==> src/core/esf_pkg.sv <==
// Package of constants and types for the event status flag bank.
// Notes on behaviour
// RULE_01 - Left headphone over-current sets sticky bit, read clears.
// RULE_02 - Right headphone over-current sets sticky bit, read clears.
// RULE_03 - Button press latched sticky, cleared on read.
// RULE_04 - Any headset insert or remove latched, cleared on read.
// RULE_05 - Left/right compressor threshold crossings latched, read clears.
// RULE_06 - Left/right gain-control noise detections latched, read clears.
// RULE_07 - Left/right DC data-ready latched, read clears.
// RULE_08 - Reserved bits read zero; software writes defaults.
// RULE_09 - Live over-current and button state, no latching.
// RULE_10 - Live headset bit: one inserted, zero removed.
// RULE_11 - Live compressor above-threshold state per channel.
// RULE_12 - Live gain-control below-noise state per channel.
// RULE_13 - Live DC data-available state, not cleared.
// RULE_14 - Sticky read stops repeated two-millisecond pulse train.
// RULE_15 - Read clears only returned bits; same-cycle events kept.
// RULE_16 - Flag registers ignore all writes.
package esf_pkg;

    // Register indices; byte address is four times the index.
    localparam logic [7:0] IDX_STICKY_A = 8'h2c;
    localparam logic [7:0] IDX_STICKY_B = 8'h2d;
    localparam logic [7:0] IDX_LIVE_A   = 8'h2e;
    localparam logic [7:0] IDX_LIVE_B   = 8'h2f;
    localparam logic [7:0] IDX_INT_CTRL = 8'h30;

    // Reset values of every register.
    localparam logic [7:0] RST_FLAGS    = 8'h00;
    localparam logic [7:0] RST_INT_CTRL = 8'h00;

    // Bit positions in the A registers.
    localparam int BIT_OVC_L   = 7;
    localparam int BIT_OVC_R   = 6;
    localparam int BIT_BUTTON  = 5;
    localparam int BIT_HEADSET = 4;
    localparam int BIT_DRC_L   = 3;
    localparam int BIT_DRC_R   = 2;

    // Bit positions in the B registers.
    localparam int BIT_NOISE_L = 6;
    localparam int BIT_NOISE_R = 5;
    localparam int BIT_DC_L    = 2;
    localparam int BIT_DC_R    = 1;

    // Bit positions in the interrupt control register.
    localparam int BIT_REPEAT  = 0;
    localparam int BIT_INT_EN  = 1;

    // Masks of implemented bits; all other bits read as zero.
    localparam logic [7:0] MASK_A    = 8'hfc;
    localparam logic [7:0] MASK_B    = 8'h66;
    localparam logic [7:0] MASK_CTRL = 8'h03;

    // Interrupt pulse width and clock rate.
    localparam int PULSE_MS  = 2;
    localparam int CLK_MHZ   = 100;
    localparam int PULSE_CYC = PULSE_MS * 1000 * CLK_MHZ;
    localparam int PCNT_W    = 18;

    // Number of raw condition lines.
    localparam int COND_W = 10;

    // Present conditions reported by the analog and signal blocks.
    typedef struct packed {
        logic ovc_l;
        logic ovc_r;
        logic button;
        logic headset;
        logic drc_l;
        logic drc_r;
        logic noise_l;
        logic noise_r;
        logic dc_l;
        logic dc_r;
    } esf_cond_t;

    // States of the interrupt pulse generator.
    typedef enum logic [2:0] {
        PG_IDLE = 3'b001,
        PG_HIGH = 3'b010,
        PG_LOW  = 3'b100
    } esf_pg_state_t;

endpackage

==> src/core/esf_sync.sv <==
// Two-stage synchroniser for a group of asynchronous level inputs.
module esf_sync #(
    parameter int W = 1
) (
    input  wire logic         pclk,
    input  wire logic         presetn,
    input  wire logic [W-1:0] d,
    output logic      [W-1:0] q
);

    // First stage; only the second stage reads it.
    logic [W-1:0] meta_r;

    // Both stages reset to zero so flags start clear.
    always_ff @(posedge pclk or negedge presetn) begin
        if (!presetn) begin
            meta_r <= '0;
            q      <= '0;
        end else begin
            meta_r <= d;
            q      <= meta_r;
        end
    end

endmodule

==> src/core/esf_flag_bank.sv <==
// Event status flag bank: sticky and live flag registers behind APB.
module esf_flag_bank #(
    parameter int PULSE_CYC = esf_pkg::PULSE_CYC
) (
    input  wire logic              pclk,
    input  wire logic              presetn,
    input  wire logic              psel,
    input  wire logic              penable,
    input  wire logic              pwrite,
    input  wire logic [11:0]       paddr,
    input  wire logic [31:0]       pwdata,
    output logic      [31:0]       prdata,
    output logic                   pready,
    output logic                   pslverr,
    input  wire esf_pkg::esf_cond_t cond,
    output logic                   first_interrupt_output
);

    // Last count of a pulse phase (length minus one) as a counter-sized value.
    localparam logic [esf_pkg::PCNT_W-1:0] PULSE_LAST =
        esf_pkg::PCNT_W'(PULSE_CYC - 1);

    // Conditions after the two-stage synchroniser.
    esf_pkg::esf_cond_t cond_s;

    // Previous synchronised value, for edge detection.
    esf_pkg::esf_cond_t cond_q_r;

    // Sticky flag registers.
    logic [7:0] sticky_a_r;
    logic [7:0] sticky_b_r;

    // Sticky set terms for this cycle.
    logic [7:0] set_a;
    logic [7:0] set_b;

    // Live flag views.
    logic [7:0] live_a;
    logic [7:0] live_b;

    // Interrupt control register.
    logic [7:0] int_ctrl_r;

    // Bus decode.
    logic       acc_first;
    logic       acc_done;
    logic [9:0] word_idx;
    logic       hit_sticky_a;
    logic       hit_sticky_b;
    logic       hit_live_a;
    logic       hit_live_b;
    logic       hit_ctrl;
    logic       hit_any;
    logic [7:0] rd_val;

    // Latched decode of the transfer now in its access phase.
    logic [7:0] rd_mask_r;
    logic       rd_sticky_a_r;
    logic       rd_sticky_b_r;

    // Clear terms applied at the completing edge.
    logic [7:0] clr_a;
    logic [7:0] clr_b;
    logic       sticky_read;

    // Pulse generator.
    esf_pkg::esf_pg_state_t   pg_state_r;
    logic [esf_pkg::PCNT_W-1:0] pg_cnt_r;
    logic                     new_event;
    logic                     pg_cnt_end;

    // Conditions arrive from other blocks without a common clock.
    // Each line is a slow level, so two flops suffice;
    // a pulse shorter than two clocks may be missed,
    // which the sending blocks must avoid.
    esf_sync #(
        .W (esf_pkg::COND_W)
    ) u_sync (
        .pclk    (pclk),
        .presetn (presetn),
        .d       (cond),
        .q       (cond_s)
    );

    // Keep last cycle's synchronised value for edge detection.
    always_ff @(posedge pclk or negedge presetn) begin
        if (!presetn) begin
            cond_q_r <= '0;
        end else begin
            cond_q_r <= cond_s;
        end
    end

    // Build the set terms for the first sticky register.
    // Over-current and threshold flags follow the level, so a long condition
    // re-sets the flag after a read; this matches "was detected" semantics.
    // Edge terms compare the synchronised value with its
    // one-cycle delay, so an edge-type event gives a
    // single-cycle set pulse two clocks after it lands.
    always_comb begin
        set_a = 8'h00;
        set_a[esf_pkg::BIT_OVC_L]   = cond_s.ovc_l;   // RULE_01
        set_a[esf_pkg::BIT_OVC_R]   = cond_s.ovc_r;   // RULE_02
        // A press is one event, so only its rising edge counts.
        set_a[esf_pkg::BIT_BUTTON]  = cond_s.button & ~cond_q_r.button; // RULE_03
        // Either edge of the headset level is an event of the same kind.
        set_a[esf_pkg::BIT_HEADSET] = cond_s.headset ^ cond_q_r.headset; // RULE_04
        set_a[esf_pkg::BIT_DRC_L]   = cond_s.drc_l;   // RULE_05
        set_a[esf_pkg::BIT_DRC_R]   = cond_s.drc_r;   // RULE_05
    end

    // Build the set terms for the second sticky register.
    always_comb begin
        set_b = 8'h00;
        set_b[esf_pkg::BIT_NOISE_L] = cond_s.noise_l; // RULE_06
        set_b[esf_pkg::BIT_NOISE_R] = cond_s.noise_r; // RULE_06
        set_b[esf_pkg::BIT_DC_L]    = cond_s.dc_l;    // RULE_07
        set_b[esf_pkg::BIT_DC_R]    = cond_s.dc_r;    // RULE_07
    end

    // Live view of the first group; nothing here is latched.
    // A read returns a level two clocks old; software that
    // needs the exact moment must use the sticky copy.
    always_comb begin
        live_a = 8'h00;
        live_a[esf_pkg::BIT_OVC_L]   = cond_s.ovc_l;   // RULE_09
        live_a[esf_pkg::BIT_OVC_R]   = cond_s.ovc_r;   // RULE_09
        live_a[esf_pkg::BIT_BUTTON]  = cond_s.button;  // RULE_09
        live_a[esf_pkg::BIT_HEADSET] = cond_s.headset; // RULE_10
        live_a[esf_pkg::BIT_DRC_L]   = cond_s.drc_l;   // RULE_11
        live_a[esf_pkg::BIT_DRC_R]   = cond_s.drc_r;   // RULE_11
    end

    // Live view of the second group.
    always_comb begin
        live_b = 8'h00;
        live_b[esf_pkg::BIT_NOISE_L] = cond_s.noise_l; // RULE_12
        live_b[esf_pkg::BIT_NOISE_R] = cond_s.noise_r; // RULE_12
        live_b[esf_pkg::BIT_DC_L]    = cond_s.dc_l;    // RULE_13
        live_b[esf_pkg::BIT_DC_R]    = cond_s.dc_r;    // RULE_13
    end

    // Phase decode. One wait state: the first access cycle fetches the
    // data, the second completes the transfer.
    // The wait state costs a cycle per transfer but lets
    // the clear mask come from a registered copy of the
    // returned word instead of a long combinational path.
    assign acc_first = psel & penable & ~pready;
    assign acc_done  = psel & penable & pready;
    assign word_idx  = paddr[11:2];

    // Address decode; low address bits must be zero for a hit.
    // The full word index is compared, so no register
    // appears at an alias address.
    always_comb begin
        hit_sticky_a = (paddr[1:0] == 2'b00) && (word_idx == {2'b00, esf_pkg::IDX_STICKY_A});
        hit_sticky_b = (paddr[1:0] == 2'b00) && (word_idx == {2'b00, esf_pkg::IDX_STICKY_B});
        hit_live_a   = (paddr[1:0] == 2'b00) && (word_idx == {2'b00, esf_pkg::IDX_LIVE_A});
        hit_live_b   = (paddr[1:0] == 2'b00) && (word_idx == {2'b00, esf_pkg::IDX_LIVE_B});
        hit_ctrl     = (paddr[1:0] == 2'b00) && (word_idx == {2'b00, esf_pkg::IDX_INT_CTRL});
        hit_any      = hit_sticky_a | hit_sticky_b | hit_live_a | hit_live_b | hit_ctrl;
    end

    // Read multiplexer; reserved bits are masked to zero.
    // Masking here as well as in the registers keeps
    // reserved bits at zero if a mask grows later.
    always_comb begin
        rd_val = 8'h00;
        if (hit_sticky_a) begin
            rd_val = sticky_a_r & esf_pkg::MASK_A; // RULE_08
        end else if (hit_sticky_b) begin
            rd_val = sticky_b_r & esf_pkg::MASK_B; // RULE_08
        end else if (hit_live_a) begin
            rd_val = live_a & esf_pkg::MASK_A;     // RULE_08
        end else if (hit_live_b) begin
            rd_val = live_b & esf_pkg::MASK_B;     // RULE_08
        end else if (hit_ctrl) begin
            rd_val = int_ctrl_r & esf_pkg::MASK_CTRL;
        end
    end

    // Ready toggles high for exactly the completing access cycle.
    // No transfer stretches past one wait state, so the
    // master never needs a timeout against this slave.
    always_ff @(posedge pclk or negedge presetn) begin
        if (!presetn) begin
            pready <= 1'b0;
        end else begin
            pready <= acc_first;
        end
    end

    // Read data and error are captured on the first access cycle and held
    // through completion, so the master samples a stable word.
    // Clearing the data after completion keeps the bus
    // quiet between transfers, which eases tracing.
    always_ff @(posedge pclk or negedge presetn) begin
        if (!presetn) begin
            prdata  <= 32'h0000_0000;
            pslverr <= 1'b0;
        end else if (acc_first) begin
            prdata  <= (!pwrite) ? {24'h00_0000, rd_val} : 32'h0000_0000;
            pslverr <= ~hit_any;
        end else if (acc_done) begin
            prdata  <= 32'h0000_0000;
            pslverr <= 1'b0;
        end
    end

    // Remember exactly which bits were returned, for the clear.
    // The mask is the word that left on the bus, so a bit
    // set after the fetch survives for the next read.
    always_ff @(posedge pclk or negedge presetn) begin
        if (!presetn) begin
            rd_mask_r     <= 8'h00;
            rd_sticky_a_r <= 1'b0;
            rd_sticky_b_r <= 1'b0;
        end else if (acc_first) begin
            rd_mask_r     <= rd_val;                 // RULE_15
            rd_sticky_a_r <= ~pwrite & hit_sticky_a;
            rd_sticky_b_r <= ~pwrite & hit_sticky_b;
        end else if (acc_done) begin
            rd_mask_r     <= 8'h00;
            rd_sticky_a_r <= 1'b0;
            rd_sticky_b_r <= 1'b0;
        end
    end

    // Clear terms: only at the completing edge, only returned bits.
    // An event that sets after the data was fetched is not in the mask.
    assign clr_a       = (acc_done && rd_sticky_a_r) ? rd_mask_r : 8'h00; // RULE_15
    assign clr_b       = (acc_done && rd_sticky_b_r) ? rd_mask_r : 8'h00; // RULE_15
    assign sticky_read = acc_done & (rd_sticky_a_r | rd_sticky_b_r);

    // First sticky register. Set wins over clear; writes never reach it.
    // Reserved bits are masked on every update, so no
    // stray term can ever set them.
    always_ff @(posedge pclk or negedge presetn) begin
        if (!presetn) begin
            sticky_a_r <= esf_pkg::RST_FLAGS;
        end else begin
            sticky_a_r <= ((sticky_a_r & ~clr_a) | set_a) & esf_pkg::MASK_A; // RULE_01 RULE_15 RULE_16
        end
    end

    // Second sticky register, same policy.
    always_ff @(posedge pclk or negedge presetn) begin
        if (!presetn) begin
            sticky_b_r <= esf_pkg::RST_FLAGS;
        end else begin
            sticky_b_r <= ((sticky_b_r & ~clr_b) | set_b) & esf_pkg::MASK_B; // RULE_06 RULE_15 RULE_16
        end
    end

    // Interrupt control is the only writable register. Writes to the flag
    // registers complete normally but change nothing.
    // Only the low byte of the write data is used; the
    // upper bits are ignored rather than refused.
    always_ff @(posedge pclk or negedge presetn) begin
        if (!presetn) begin
            int_ctrl_r <= esf_pkg::RST_INT_CTRL;
        end else if (acc_done && pwrite && hit_ctrl) begin
            int_ctrl_r <= pwdata[7:0] & esf_pkg::MASK_CTRL; // RULE_16
        end
    end

    // A new event is a flag going from clear to set.
    // A flag already set raises no new event, so a long
    // condition gives one interrupt, since a read cannot clear it.
    assign new_event = int_ctrl_r[esf_pkg::BIT_INT_EN] &
                       (|(set_a & ~sticky_a_r) | |(set_b & ~sticky_b_r));
    assign pg_cnt_end = (pg_cnt_r == PULSE_LAST);

    // Pulse generator. Single mode gives one pulse; repeat mode alternates
    // high and low phases of equal length until a sticky register is read.
    // Clearing the repeat bit mid-train lets the current or next
    // high phase run out and then stops the train.
    always_ff @(posedge pclk or negedge presetn) begin
        if (!presetn) begin
            pg_state_r <= esf_pkg::PG_IDLE;
        end else begin
            unique case (pg_state_r)
                esf_pkg::PG_IDLE: begin
                    if (new_event) begin
                        pg_state_r <= esf_pkg::PG_HIGH;
                    end
                end
                esf_pkg::PG_HIGH: begin
                    if (sticky_read && int_ctrl_r[esf_pkg::BIT_REPEAT]) begin
                        pg_state_r <= esf_pkg::PG_IDLE; // RULE_14
                    end else if (pg_cnt_end) begin
                        pg_state_r <= int_ctrl_r[esf_pkg::BIT_REPEAT] ? esf_pkg::PG_LOW : esf_pkg::PG_IDLE;
                    end
                end
                esf_pkg::PG_LOW: begin
                    if (sticky_read) begin
                        pg_state_r <= esf_pkg::PG_IDLE; // RULE_14
                    end else if (pg_cnt_end) begin
                        pg_state_r <= esf_pkg::PG_HIGH;
                    end
                end
                default: begin
                    pg_state_r <= esf_pkg::PG_IDLE;
                end
            endcase
        end
    end

    // Phase counter restarts on every state change.
    // In single mode a sticky read leaves the state alone,
    // so it must not restart the count either, or the
    // pulse would stretch past its set length.
    always_ff @(posedge pclk or negedge presetn) begin
        if (!presetn) begin
            pg_cnt_r <= '0;
        end else if (pg_state_r == esf_pkg::PG_IDLE || pg_cnt_end ||
                     (sticky_read && int_ctrl_r[esf_pkg::BIT_REPEAT])) begin
            pg_cnt_r <= '0;
        end else begin
            pg_cnt_r <= pg_cnt_r + 1'b1;
        end
    end

    // Output follows the next state so it comes straight from a flop.
    // Decoding the next state twice costs some logic,
    // traded for an output with no glitch path.
    always_ff @(posedge pclk or negedge presetn) begin
        if (!presetn) begin
            first_interrupt_output <= 1'b0;
        end else begin
            unique case (pg_state_r)
                esf_pkg::PG_IDLE: begin
                    first_interrupt_output <= new_event;
                end
                esf_pkg::PG_HIGH: begin
                    first_interrupt_output <= ~((sticky_read && int_ctrl_r[esf_pkg::BIT_REPEAT]) || pg_cnt_end);
                end
                esf_pkg::PG_LOW: begin
                    first_interrupt_output <= ~sticky_read && pg_cnt_end; // RULE_14
                end
                default: begin
                    first_interrupt_output <= 1'b0;
                end
            endcase
        end
    end

endmodule

==> config.mk <==
export PLATFORM = sky130hd
export DESIGN_NAME = esf_flag_bank
export DESIGN_NICKNAME = d
export VERILOG_FILES = /design/src/core/esf_pkg.sv /design/src/core/esf_sync.sv /design/src/core/esf_flag_bank.sv
export SDC_FILE = /design/constraint.sdc
export NUM_CORES = 1
export LEC_CHECK = 0
export ABC_CLOCK_PERIOD_IN_PS = 2300
export BUFFER_PORTS_ARGS = -buffer_cell sky130_fd_sc_hd__buf_2
export CORE_AREA = 4 4 72 123
export DETAILED_ROUTE_END_ITERATION = 6
export DIE_AREA = 0 0 76 127
export GPL_ROUTABILITY_DRIVEN = 0
export GPL_TIMING_DRIVEN = 0
export PLACE_DENSITY = 0.74
export SYNTH_ARGS = -nofsm -noshare
export SYNTH_HDL_FRONTEND = slang
export SYNTH_SLANG_ARGS = --single-unit
==> constraint.sdc <==
create_clock -name pclk -period 2.3 [get_ports pclk]
set_input_delay 0.23 -clock pclk [delete_from_list [all_inputs] [get_ports pclk]]
set_output_delay 0.23 -clock pclk [all_outputs]
set_load 0.005 [all_outputs]
---- Word level (Yosys, flattened, before mapping) ----
Index checks and enable logic that the tools add are counted.
cells by class
  equality and inequality tests ........... 12
  reduce and logical (&&, ||, !) cells .... 19
  bitwise operators ....................... 31
  multiplexer cells ....................... 25
  $add $sub $neg .......................... 1
operator list
  cell                   count
  $mux 32                2
  $mux 8                 7
  $eq 10x6->1 const B    5
  $add 18x1->18 const B  1
  $eq 18x18->1 const B   1
  $mux 18                1
  $mux 3                 6
  $and 8x8->8            2
  $not 8->8              2
  $reduce_or 8->1        2
  $mux 7                 2
  $logic_and 1x1->1      11
  $pmux 3 s3             1
  $and 1x1->1            8
  $and 7x8->8            1
  $not 7->8              1
  $or 8x8->8             1
  $and 7x7->7            1
  $not 7->7              1
  $or 7x7->7             1
  $ne 3x3->1 const B     2
  $not 1->1              6
  $or 1x1->1             6
  $mux 1                 4
  11 further kinds       13
word-level totals
  output and inout port bits .............. 35
  bits in registers ....................... 100

---- Depth between registers and ports, before layout ----
Gate-level depths: netlist of run 1.
  word-level depth ........................ 9
  mapped depth ............................ 7
  gate-level depth less buffers ........... 5

---- Modules after synthesis ----
A second synthesis of run 1 with hierarchy kept.
second synthesis, totals
  cells, all modules ...................... 289
  area total of the unflattened synthesis .. 3,309.4 sq um
by module, submodules not included
  module         cells each  instances  area an instance (sq um)
  esf_flag_bank  269         1          2,808.9
  esf_sync       20          1          500.5

---- Least setup slack after synthesis of run 1 ----
No wires, ideal clock.
  path kind ............................... flip-flop to flip-flop
  from .................................... reg pg_cnt_r[0] (netlist bit)
  to ...................................... reg pg_state_r[2]
  slack ................................... 0.505 ns
  path buffers ............................ 1
  period minus slack after synthesis ...... 1.795 ns
  cell stages (with the launch flop) ...... 7
  library setup time ...................... 0.077 ns
  arrival time ............................ 1.717 ns
  cells stage by stage .................... dfrtp_1 > ha_1 > nand4_2 > or2_1 > buf_6 > or4b_1 > a21oi_1
on the way
  word-level cells in the longest chain between the ends .. 3
  elaborated cells on any way between the ends .. 4
  classes of those cells .................. eq/ne (3); reduce/logical (1)
RTL lines
  element                         RTL line              source
  from (decl)                     esf_flag_bank.sv:68   logic [esf_pkg::PCNT_W-1:0] pg_cnt_r;
  from (signal assigned)          esf_flag_bank.sv:320  pg_cnt_r <= pg_cnt_r + 1'b1;
  $eq 18x18->1 (*)                esf_flag_bank.sv:272  assign pg_cnt_end = (pg_cnt_r == PULSE_LAST);
  $ne 3x3->1 (no line)            -
  $reduce_and 3->1 (no line) (*)  -
  to (signal assigned)            esf_flag_bank.sv:280  pg_state_r <= esf_pkg::PG_IDLE;
  to (signal assigned)            esf_flag_bank.sv:285  pg_state_r <= esf_pkg::PG_HIGH;
  to (signal assigned)            esf_flag_bank.sv:290  pg_state_r <= esf_pkg::PG_IDLE;
  to (decl)                       esf_flag_bank.sv:67   esf_pkg::esf_pg_state_t pg_state_r;
Mark *: on every way between the ends. The rest lies on a longest branch, timed or not.
A chain may end at the register's enable or synchronous reset.

---- Worst setup path after layout of run 1 ----
  from .................................... reg pg_cnt_r[0] (netlist bit)
  to ...................................... reg pg_cnt_r[3] (netlist bit)
on the way
  word-level cells in the longest chain between the ends .. 4
  elaborated cells on any way between the ends .. 5
  classes of those cells .................. add/sub (1); eq/ne (1); mux (1); reduce/logical (2)
RTL lines
  element                                                RTL line              source
  branches (longest 3 deep; another with $add 18x1->18)  -
  $mux 18 (*)                                            esf_flag_bank.sv:316  end else if (pg_state_r == esf_pkg::PG_IDLE || pg_cnt_end ||
Mark *: on every way between the ends.

==> reports/results.ini, run 1 <==
[outcome]
outcome = finished, final reports clean

[global_routing]
grt_pass1_wl_um = 12300
grt_pass1_vias = 2634
overflow = 0
grt_max_degree = 76
grt_usage_pct = 16.0
antenna_found_initial = 0

[drt]
viasPerCell = 5.23
vias = 2588
routedWlPerCell_um = 15.0
drtIter0Drc = 140
drt-total-wl_um = 7410
route.antenna.remaining_nets = 0
drc = 0
first_pass_iters = 4

[power_and_ir_drop]
cellLeakagePower_uw = 0.00191
finalPower_uw = 2960
vdd_drop_max_v = 0.000368
powerDensity_nw_per_um2 = 701

[synth]
synthTopCellsByArea = dfrtp_1 54%, buf_4 5.5%, nand2_1 4.1%
syn-cell-area_um2 = 3440
synth_edf_count = 0
synth_top_cell_by_area = dfrtp_1
yosysTopAreaCellShare_pct = 53.9
synth.avg_cell_area_um2 = 10.8
yosys-top-cells-count = 74 x dfrtp_1, 38 x nand2_1, 25 x buf_4
yosysMostFrequentCell = dfrtp_1
synth_cells = 319
ys_ff_latch = 75
synth-main-ff-cell = dfrtp_1
ys_warn_count = 0
synthArstFlopShare_pct = 100
ys_types = 60
ys_seq_area_share_pct = 54.6

[sta]
hold_ws_ps = 11.1
worst_slew_pin_slew_ps = 917
setup_viol = 0
skew_ps = 4.10
period_share_pct = 87.3
min_period_ps = 2010
drv_slew = 0
grt_setup_unrepaired = false
hold_violations = 0
slew_headroom_pct = 38.9
fmax_mhz = 498
setup_tns_ps = 0

[cts]
clkTransAtPathRegs_ps = 50
h-tree-depth = 3
clock_sinks = 75
cts_tree = yes
clk_latency_ps = 330
cts_made_buffers = 9
clk_path_buf_depth = 2
ctsRootBufferMaster = clkbuf_16
postCtsSetupBuffers = 0
holdBufCountCts = 5
post_cts_resized = 0

[floorplan]
core_area_um2 = 7910
dieArea_um2 = 9650
rows = 43
die_w_um = 76
initial_core_util_pct = 43.5
fp.dieH_um = 127
pin_count = 94

[critical_path]
max_stage_delay_ps = 420
critPathRequiredTime_ps = 2510
crit_slowest_cell = dfrtp_1
worstSetupEndpointType = flip-flop
path_cells = ha_1, nand4_2, or2_1, buf_6, o21ai_2, buf_4, nor2_1
crit_family = simple AND/OR/NAND/NOR gates
cp.buffers_inverters = 2
cp_max_fo = 10
crit_arrival_ps = 2220
critPathLaunchType = flip-flop
criticalPathCategory = flip-flop to flip-flop

[finish]
seqCellArea_um2 = 1880
n_fill_cell = 715
num_antenna_cells = 0
final_nets = 460
multi_input_area_um2 = 1400
layout-drive-gt1-share_pct = 23.2
area_growth_syn_to_layout_pct = 22.9
stdcell_count = 495

[placement]
io_buffers = 39
dp.cells = 471
place_hpwl_um = 5570

[worst_hold_path]
min-delay-path-class = input port to flip-flop

[job]
max_cap_violations = 0

## cells by family (layout without fill, tap and decap cells)
family / Yosys count / count (layout) / synth area share, %
xor gates and xnor gates: 11 / 11 / 2.80
buffers and inverters: 40 / 103 / 7.31
other: 1 / 24 / 0.109
adders and majority gates: 1 / 1 / 0.364
DFF: 75 / 75 / 54.6
and+or+nand+nor: 124 / 124 / 19.9
muxes: 8 / 8 / 2.77
AOI/OAI and AO/OA: 59 / 59 / 12.1
## placed cells by master, fill, tap and decap left out, types with 3 or more instances in the layout
| master | instances |
|---|---|
| nand3_1 | 8 |
| a22o_1 | 9 |
| and3_1 | 4 |
| nor3b_1 | 3 |
| clkbuf_16 | 9 |
| a21oi_1 | 8 |
| nor3_1 | 6 |
| conb_1 | 24 |
| nor4_1 | 3 |
| nand4_1 | 3 |
| clkbuf_1 | 5 |
| dfrtp_1 | 74 |
| buf_4 | 26 |
| o21ai_0 | 12 |
| nor2_1 | 21 |
| xnor2_1 | 7 |
| mux2i_1 | 5 |
| nand2b_1 | 8 |
| o31ai_1 | 4 |
| nand2_1 | 38 |
| inv_1 | 9 |
| dlygate4sd3_1 | 8 |
| or2_2 | 3 |
| or3_1 | 4 |
| xor2_1 | 4 |
| a21o_1 | 10 |
| buf_2 | 38 |
## final timing paths
| kind | to | cells past startpoint | startpoint | slack (ps) |
|---|---|---|---|---|
| min | u_sync.meta_r[6] | 1 | cond[6] | 10 |
| min in group asynchronous | rd_mask_r[7] | 1 | presetn | 30 |
| max in group asynchronous | u_sync.q[5] | 1 | presetn | 1660 |
| max reg2reg | pg_cnt_r[3] | 7 | pg_cnt_r[0] | 290 |
| min reg2reg | u_sync.q[4] | 0 | u_sync.meta_r[4] | 350 |
| max | pg_cnt_r[3] | 7 | pg_cnt_r[0] | 290 |
## state kept, by name (all words and copies together) (netlist names)
name / cells
cond_q_r: 2
rd_sticky_a_r: 1
pslverr: 1
u_sync.q: 10
pg_state_r: 3
int_ctrl_r: 2
sticky_a_r: 6
rd_mask_r: 7
rd_sticky_b_r: 1
sticky_b_r: 4
pready: 1
u_sync.meta_r: 10
prdata: 8
first_interrupt_output: 1
pg_cnt_r: 18
## report_power, final
part	internal, uW	switching [uW]	total (uW)	leakage [uW]
combinational	70.0	82.3	152	0.000824
sequential	1340	14.2	1360	0.000938
clock	945	506	1450	0.000150
total	2360	603	2960	0.00191
## layout make-up
class	instances	area share [%]
well taps	90	2.67
clock buffers	11	5.51
inverters	9	0.800
plain buffers	31	5.15
flip-flops and latches	75	44.4
repair buffers	47	6.57
multi-input cells	227	33.0
clock inverters	5	1.84
## layer usage
layer  part of all wire (%)  vias up  wire [um]  global-route usage [%]
met1                     35     1265       2560                    15.4
met5                      0        -          0                       0
met3                    4.8       15        352                    4.87
met2                     58       65       4260                    29.9
li1                       -     1243          -                       -
met4                    3.1        0        233                    8.18
## per-stage QoR
step	utilization (%)	worst slack, ps	instance area (um^2)
floorplan	-	505	3520
detailed placement	48.5	253	3830
global route	53.4	131	4230
global placement	48.5	301	3830
finish	53.4	293	4230
CTS	53.0	250	4200
Power figures use the tool's default switching activity.
==> run 2, diff against run 1 <==
--- a/config.mk
+++ b/config.mk
@@ -13,6 +13,7 @@
 export GPL_ROUTABILITY_DRIVEN = 0
 export GPL_TIMING_DRIVEN = 0
 export PLACE_DENSITY = 0.74
+export RECOVER_POWER = 100
 export SYNTH_ARGS = -nofsm -noshare
 export SYNTH_HDL_FRONTEND = slang
 export SYNTH_SLANG_ARGS = --single-unit
==> reports/results.ini, run 2 (same netlist as run 1, synthesis figures left out) <==
[critical_path]
critPathLaunchType = flip-flop  ; unchanged
cp_max_fo = 10  ; unchanged
worstSetupEndpointType = flip-flop  ; unchanged
r2r_start = pg_cnt_r[0]  ; unchanged
rr_worst_depth = 7  ; unchanged
max_stage_delay_ps = 420  ; about the same
rrSetupSlack_ps = 240  ; was 290 ps
criticalPathCategory = flip-flop to flip-flop  ; unchanged
crit_slowest_cell = dfrtp_1  ; unchanged
critPathRequiredTime_ps = 2510  ; about the same
path_cells = ha_1, nand4_1, or2_1, buf_6, o21ai_2, buf_4, nor2_1  ; was ha_1, nand4_2, or2_1, buf_6, o21ai_2, buf_4, nor2_1
crit_arrival_ps = 2270  ; was 2220 ps
timing.rr.end = pg_cnt_r[3]  ; unchanged

[power_and_ir_drop]
powerDensity_nw_per_um2 = 704  ; was 701 nW/um^2
cellLeakagePower_uw = 0.00187  ; was 0.00191 uW
p_int_uw = 2360  ; about the same
comb_power_share_pct = 5.1  ; about the same
pwr-share-clk_pct = 49.1  ; was 49.0%
vdd_drop_max_v = 0.000369  ; was 0.000368 V
p_sw_uw = 603  ; about the same
swShare_pct = 20.4  ; about the same
seqPwrFrac_pct = 45.9  ; was 45.8%

[finish]
final_common_cell = dfrtp_1  ; unchanged
area_growth_syn_to_layout_pct = 22.3  ; was 22.9%
final_util_pct = 53.2  ; was 53.4%
largest-register = pg_cnt_r  ; unchanged
n_fill_cell = 723  ; was 715
final_cell_mix = 74 x dfrtp_1, 38 x nand2_1, 30 x buf_2  ; was 74 x dfrtp_1, 38 x nand2_1, 38 x buf_2
seqCellArea_um2 = 1880  ; unchanged
largest_registers = pg_cnt_r x18, u_sync.meta_r x10, u_sync.q x10  ; unchanged
multi_input_area_um2 = 1390  ; was 1400 um^2
num_antenna_cells = 0  ; unchanged
stdcell_count = 495  ; unchanged
final_nets = 460  ; unchanged
largest_reg_flops = 18  ; unchanged
layout-drive-gt1-share_pct = 21.0  ; was 23.2%

[placement]
io_buffers = 39  ; unchanged
dp.cells = 471  ; unchanged
place_hpwl_um = 5570  ; unchanged

[sta]
skew_ps = 4.24  ; was 4.10 ps
fmax_mhz = 486  ; was 498 MHz
drv_slew = 76  ; was 0
period_share_pct = 89.4  ; was 87.3%
grt_setup_unrepaired = false  ; unchanged
min_period_ps = 2060  ; was 2010 ps
setup_viol = 0  ; unchanged
worst_slew_pin_slew_ps = 1800  ; was 917 ps
slew_headroom_pct = -19.8  ; was 38.9%
setup_tns_ps = 0  ; unchanged
hold_violations = 0  ; unchanged

[drt]
drtIter0Drc = 155  ; was 140
viasPerCell = 5.22  ; was 5.23
first_pass_iters = 6  ; was 4
drt-total-wl_um = 7380  ; was 7410 um
vias = 2583  ; was 2588
route.antenna.remaining_nets = 0  ; unchanged
routedWlPerCell_um = 14.9  ; was 15.0 um
drc = 0  ; unchanged

[cts]
h-tree-depth = 3  ; unchanged
cts_made_buffers = 9  ; unchanged
ctsRootBufferMaster = clkbuf_16  ; unchanged
clk_path_buf_depth = 2  ; unchanged
clkTransAtPathRegs_ps = 50  ; about the same
post_cts_resized = 0  ; unchanged
clk_latency_ps = 330  ; about the same
cts_tree = yes  ; unchanged
clock_sinks = 75  ; unchanged

[outcome]
outcome = complete, but fails checks  ; was finished, final reports clean
failed_checks = max-capacitance violations, max-slew violations

[global_routing]
overflow = 0  ; unchanged
grt_usage_pct = 16.0  ; unchanged
grt_pass1_wl_um = 12300  ; unchanged
grt_max_degree = 76  ; unchanged
antenna_found_initial = 0  ; unchanged
grt_pass1_vias = 2634  ; unchanged

[worst_hold_path]
min-delay-path-class = input port to flip-flop  ; unchanged
worstHoldPathCells = 1  ; unchanged
worstHoldStart = cond[6]  ; unchanged
min_to = u_sync.meta_r[6]  ; unchanged

[floorplan]
fp.dieH_um = 127  ; unchanged
rows = 43  ; unchanged
die_w_um = 76  ; unchanged
initial_core_util_pct = 43.5  ; unchanged
dieArea_um2 = 9650  ; unchanged
pin_count = 94  ; unchanged
core_area_um2 = 7910  ; unchanged

[job]
max_cap_violations = 1  ; was 0

## run 2: cell types whose count changed in the layout (fill, tap and decap cells not counted), sizes merged
cell	change
clkbuf	+10
buf	-10
## run 2: final cells by class
class	count	area share [%]
flip-flops and latches	75	44.6
multi-input cells	227	33.0
repair buffers	47	6.31
clock buffers	11	5.53
plain buffers	31	5.18
well taps	90	2.68
clock inverters	5	1.84
inverters	9	0.803
## run 2: power groups by stage
stage,combinational [uW],sequential (uW),clock [uW]
2_1_floorplan,72.4,1380,0
3_3_place_gp,138,1380,0
3_5_place_dp,141,1380,0
4_1_cts,149,1360,1480
5_1_grt,170,1360,1550
6_report,150,1360,1450
## run 2: worst max-delay path: cells and delay by family, from the launching register on
family / cells / cell delay [ps]
AO/OA/AOI/OAI: 1 / 350
adder cells (fa/ha/maj): 1 / 240
buffers and inverters: 2 / 380
AND/OR/NAND/NOR: 3 / 560
flip-flops: 1 / 420
## run 2: per-layer routing
metal  wire length [um]  vias up  track usage, %
met3                356       18            4.87
li1                   -     1245               -
met1               2560     1256            15.4
met5                  0        -               0
met4                251        0            8.18
met2               4210       64            29.9
## run 2: worst max-delay path by stage
stage	slack, ps	endpoint	cells past startpoint	start
after CTS	250	pg_cnt_r[3]	7	pg_cnt_r[0]
after floorplan	510	pg_state_r[2]	6	pg_cnt_r[0]
after global placement	300	pg_cnt_r[10]	7	pg_cnt_r[0]
final	240	pg_cnt_r[3]	7	pg_cnt_r[0]
after global routing	70	pg_cnt_r[10]	7	pg_cnt_r[0]
after detailed placement	250	pg_cnt_r[10]	7	pg_cnt_r[0]
## run 2: stage by stage
step           power [uW]  instance area (um^2)  setup WS [ps]  hold slack [ps]
2_1_floorplan        1450                  3520            505            -65.6
3_3_place_gp         1520                  3830            301              334
3_5_place_dp         1520                  3830            253              336
4_1_cts              2990                  4200            250            0.254
5_1_grt              3080                  4210           74.7             2.53
6_report             2960                  4210            243             10.5
## run 2: timing repair
action	CTS	global route
setup buffers	0	0
hold endpoints to repair	5	3
setup endpoints to repair	0	0
hold buffers	5	3
==> run 3, diff against run 2 <==
--- a/config.mk
+++ b/config.mk
@@ -5,7 +5,7 @@
 export SDC_FILE = /design/constraint.sdc
 export NUM_CORES = 1
 export LEC_CHECK = 0
-export ABC_CLOCK_PERIOD_IN_PS = 2300
+export ABC_CLOCK_PERIOD_IN_PS = 2340
 export BUFFER_PORTS_ARGS = -buffer_cell sky130_fd_sc_hd__buf_2
 export CORE_AREA = 4 4 72 123
 export DETAILED_ROUTE_END_ITERATION = 6
==> constraint.sdc (replaced) <==
create_clock -name pclk -period 2.34 [get_ports pclk]
set_input_delay 0.234 -clock pclk [delete_from_list [all_inputs] [get_ports pclk]]
set_output_delay 0.234 -clock pclk [all_outputs]
set_load 0.005 [all_outputs]
==> reports/results.ini, run 3 (same netlist as run 1, synthesis figures left out) <==
[critical_path]
crit_arrival_ps = 2270  ; about the same
critPathLaunchType = flip-flop  ; unchanged
cp_max_fo = 10  ; unchanged
rrSetupSlack_ps = 290  ; was 240 ps
worstSetupEndpointType = flip-flop  ; unchanged
criticalPathCategory = flip-flop to flip-flop  ; unchanged
critPathRequiredTime_ps = 2550  ; was 2510 ps

[floorplan]
initial_core_util_pct = 43.5  ; unchanged
pin_count = 94  ; unchanged
fp.dieH_um = 127  ; unchanged
dieArea_um2 = 9650  ; unchanged
rows = 43  ; unchanged
core_area_um2 = 7910  ; unchanged
die_w_um = 76  ; unchanged

[cts]
clk_path_buf_depth = 2  ; unchanged
ctsRootBufferMaster = clkbuf_16  ; unchanged
clkTransAtPathRegs_ps = 50  ; about the same
clock_sinks = 75  ; unchanged
clk_latency_ps = 330  ; about the same
cts_made_buffers = 9  ; unchanged
cts_tree = yes  ; unchanged
h-tree-depth = 3  ; unchanged

[finish]
final_nets = 457  ; was 460
final_cell_mix = 74 x dfrtp_1, 38 x nand2_1, 30 x buf_2  ; unchanged
largest_registers = pg_cnt_r x18, u_sync.meta_r x10, u_sync.q x10  ; unchanged
num_antenna_cells = 0  ; unchanged
finish.instance_area_um2 = 4180  ; was 4210 um^2
multi_input_area_um2 = 1390  ; unchanged
n_fill_cell = 725  ; was 723
seqCellArea_um2 = 1880  ; unchanged
largest-register = pg_cnt_r  ; unchanged
final_common_cell = dfrtp_1  ; unchanged
final_util_pct = 52.8  ; was 53.2%
largest_reg_flops = 18  ; unchanged
area_growth_syn_to_layout_pct = 21.5  ; was 22.3%
layout-drive-gt1-share_pct = 21.1  ; was 21.0%

[sta]
period_share_pct = 87.8  ; was 89.4%
setup_slack_ps = 286  ; was 243 ps
drv_slew = 76  ; unchanged
worst_slew_pin_slew_ps = 1790  ; was 1800 ps
hold_violations = 0  ; unchanged
setup_viol = 0  ; unchanged
skew_ps = 4.13  ; was 4.24 ps
slew_headroom_pct = -19.6  ; was -19.8%
min_period_ps = 2050  ; was 2060 ps
fmax_mhz = 487  ; was 486 MHz
grt_setup_unrepaired = false  ; unchanged
setup_tns_ps = 0  ; unchanged

[power_and_ir_drop]
powerDensity_nw_per_um2 = 695  ; was 704 nW/um^2
p_sw_uw = 590  ; was 603 uW
cellLeakagePower_uw = 0.00186  ; was 0.00187 uW
p_int_uw = 2310  ; was 2360 uW
swShare_pct = 20.3  ; was 20.4%
seqPwrFrac_pct = 46.0  ; was 45.9%
vdd_drop_max_v = 0.000363  ; was 0.000369 V
pwr-share-clk_pct = 49.1  ; about the same
comb_power_share_pct = 4.9  ; was 5.1%

[drt]
drc = 0  ; unchanged
viasPerCell = 5.23  ; was 5.22
drtIter0Drc = 143  ; was 155
drt-total-wl_um = 7350  ; was 7380 um
first_pass_iters = 6  ; unchanged
vias = 2575  ; was 2583
route.antenna.remaining_nets = 0  ; unchanged
routedWlPerCell_um = 14.9  ; about the same

[global_routing]
overflow = 0  ; unchanged
grt_usage_pct = 16.0  ; unchanged
grt_pass1_vias = 2634  ; unchanged
grt_max_degree = 76  ; unchanged
antenna_found_initial = 0  ; unchanged
grt_pass1_wl_um = 12300  ; unchanged

[outcome]
failed_checks = max-capacitance violations, max-slew violations  ; unchanged
outcome = complete, but fails checks  ; unchanged

[placement]
io_buffers = 39  ; unchanged
place_hpwl_um = 5570  ; unchanged
dpl_cell_area_um2 = 3830  ; unchanged
dpl_worst_slack_ps = 293  ; was 253 ps

[worst_hold_path]
min-delay-path-class = input port to flip-flop  ; unchanged

[job]
max_cap_violations = 1  ; unchanged

run 3: layout make-up:
cell class / count / share of cell area [%]
Inverter: 9 / 0.809
Multi-Input combinational cell: 227 / 33.3
Buffer: 31 / 5.21
Clock inverter: 5 / 1.86
Clock buffer: 11 / 5.57
Sequential cell: 75 / 45.0
Timing Repair Buffer: 44 / 5.63
Tap cell: 90 / 2.70
run 3: worst paths after layout:
path                             startpoint               end  cells past startpoint
max in group asynchronous           presetn       u_sync.q[5]                      1
max                             pg_cnt_r[0]       pg_cnt_r[3]                      7
min in group asynchronous           presetn      rd_mask_r[7]                      1
min reg2reg                u_sync.meta_r[4]       u_sync.q[4]                      0
min                                 cond[6]  u_sync.meta_r[6]                      1
max reg2reg                     pg_cnt_r[0]       pg_cnt_r[3]                      7
run 3: metrics by stage:
step / hold slack [ps] / cells / power [uW]
detailed placement: 336 / 471 / 1500
CTS: 4.25 / 492 / 2940
global placement: 334 / 471 / 1490
floorplan: -61.6 / 342 / 1420
finish: 14.5 / 492 / 2900
global route: 1.15 / 492 / 3020
run 3: worst max-delay path: stages (launching register included):
cell,delay (ps)
dfrtp_1,420
ha_1,240
nand4_1,220
or2_1,280
buf_6,130
o21ai_2,350
buf_4,250
nor2_1,60
run 3: what timing repair did:
item | CTS | global route
buffers inserted | 0 | 0
hold endpoints to repair | 5 | 0
resized for setup | 0 | 0
hold buffers | 5 | 0
run 3: layer usage:
| layer | up-vias | part of all wire, % | routed length (um) | track usage (%) |
|---|---|---|---|---|
| li1 | 1240 | - | - | - |
| met1 | 1255 | 35 | 2570 | 15.4 |
| met2 | 62 | 57 | 4190 | 29.9 |
| met3 | 18 | 4.7 | 348 | 4.87 |
| met4 | 0 | 3.4 | 250 | 8.18 |
| met5 | - | 0 | 0 | 0 |
run 3: power by group through the flow:
stage / Sequential [uW] / Combinational (uW) / Clock [uW]
6_report: 1330 / 144 / 1430
5_1_grt: 1340 / 163 / 1520
4_1_cts: 1330 / 146 / 1460
3_5_place_dp: 1360 / 139 / 0
3_3_place_gp: 1360 / 135 / 0
2_1_floorplan: 1350 / 71.2 / 0
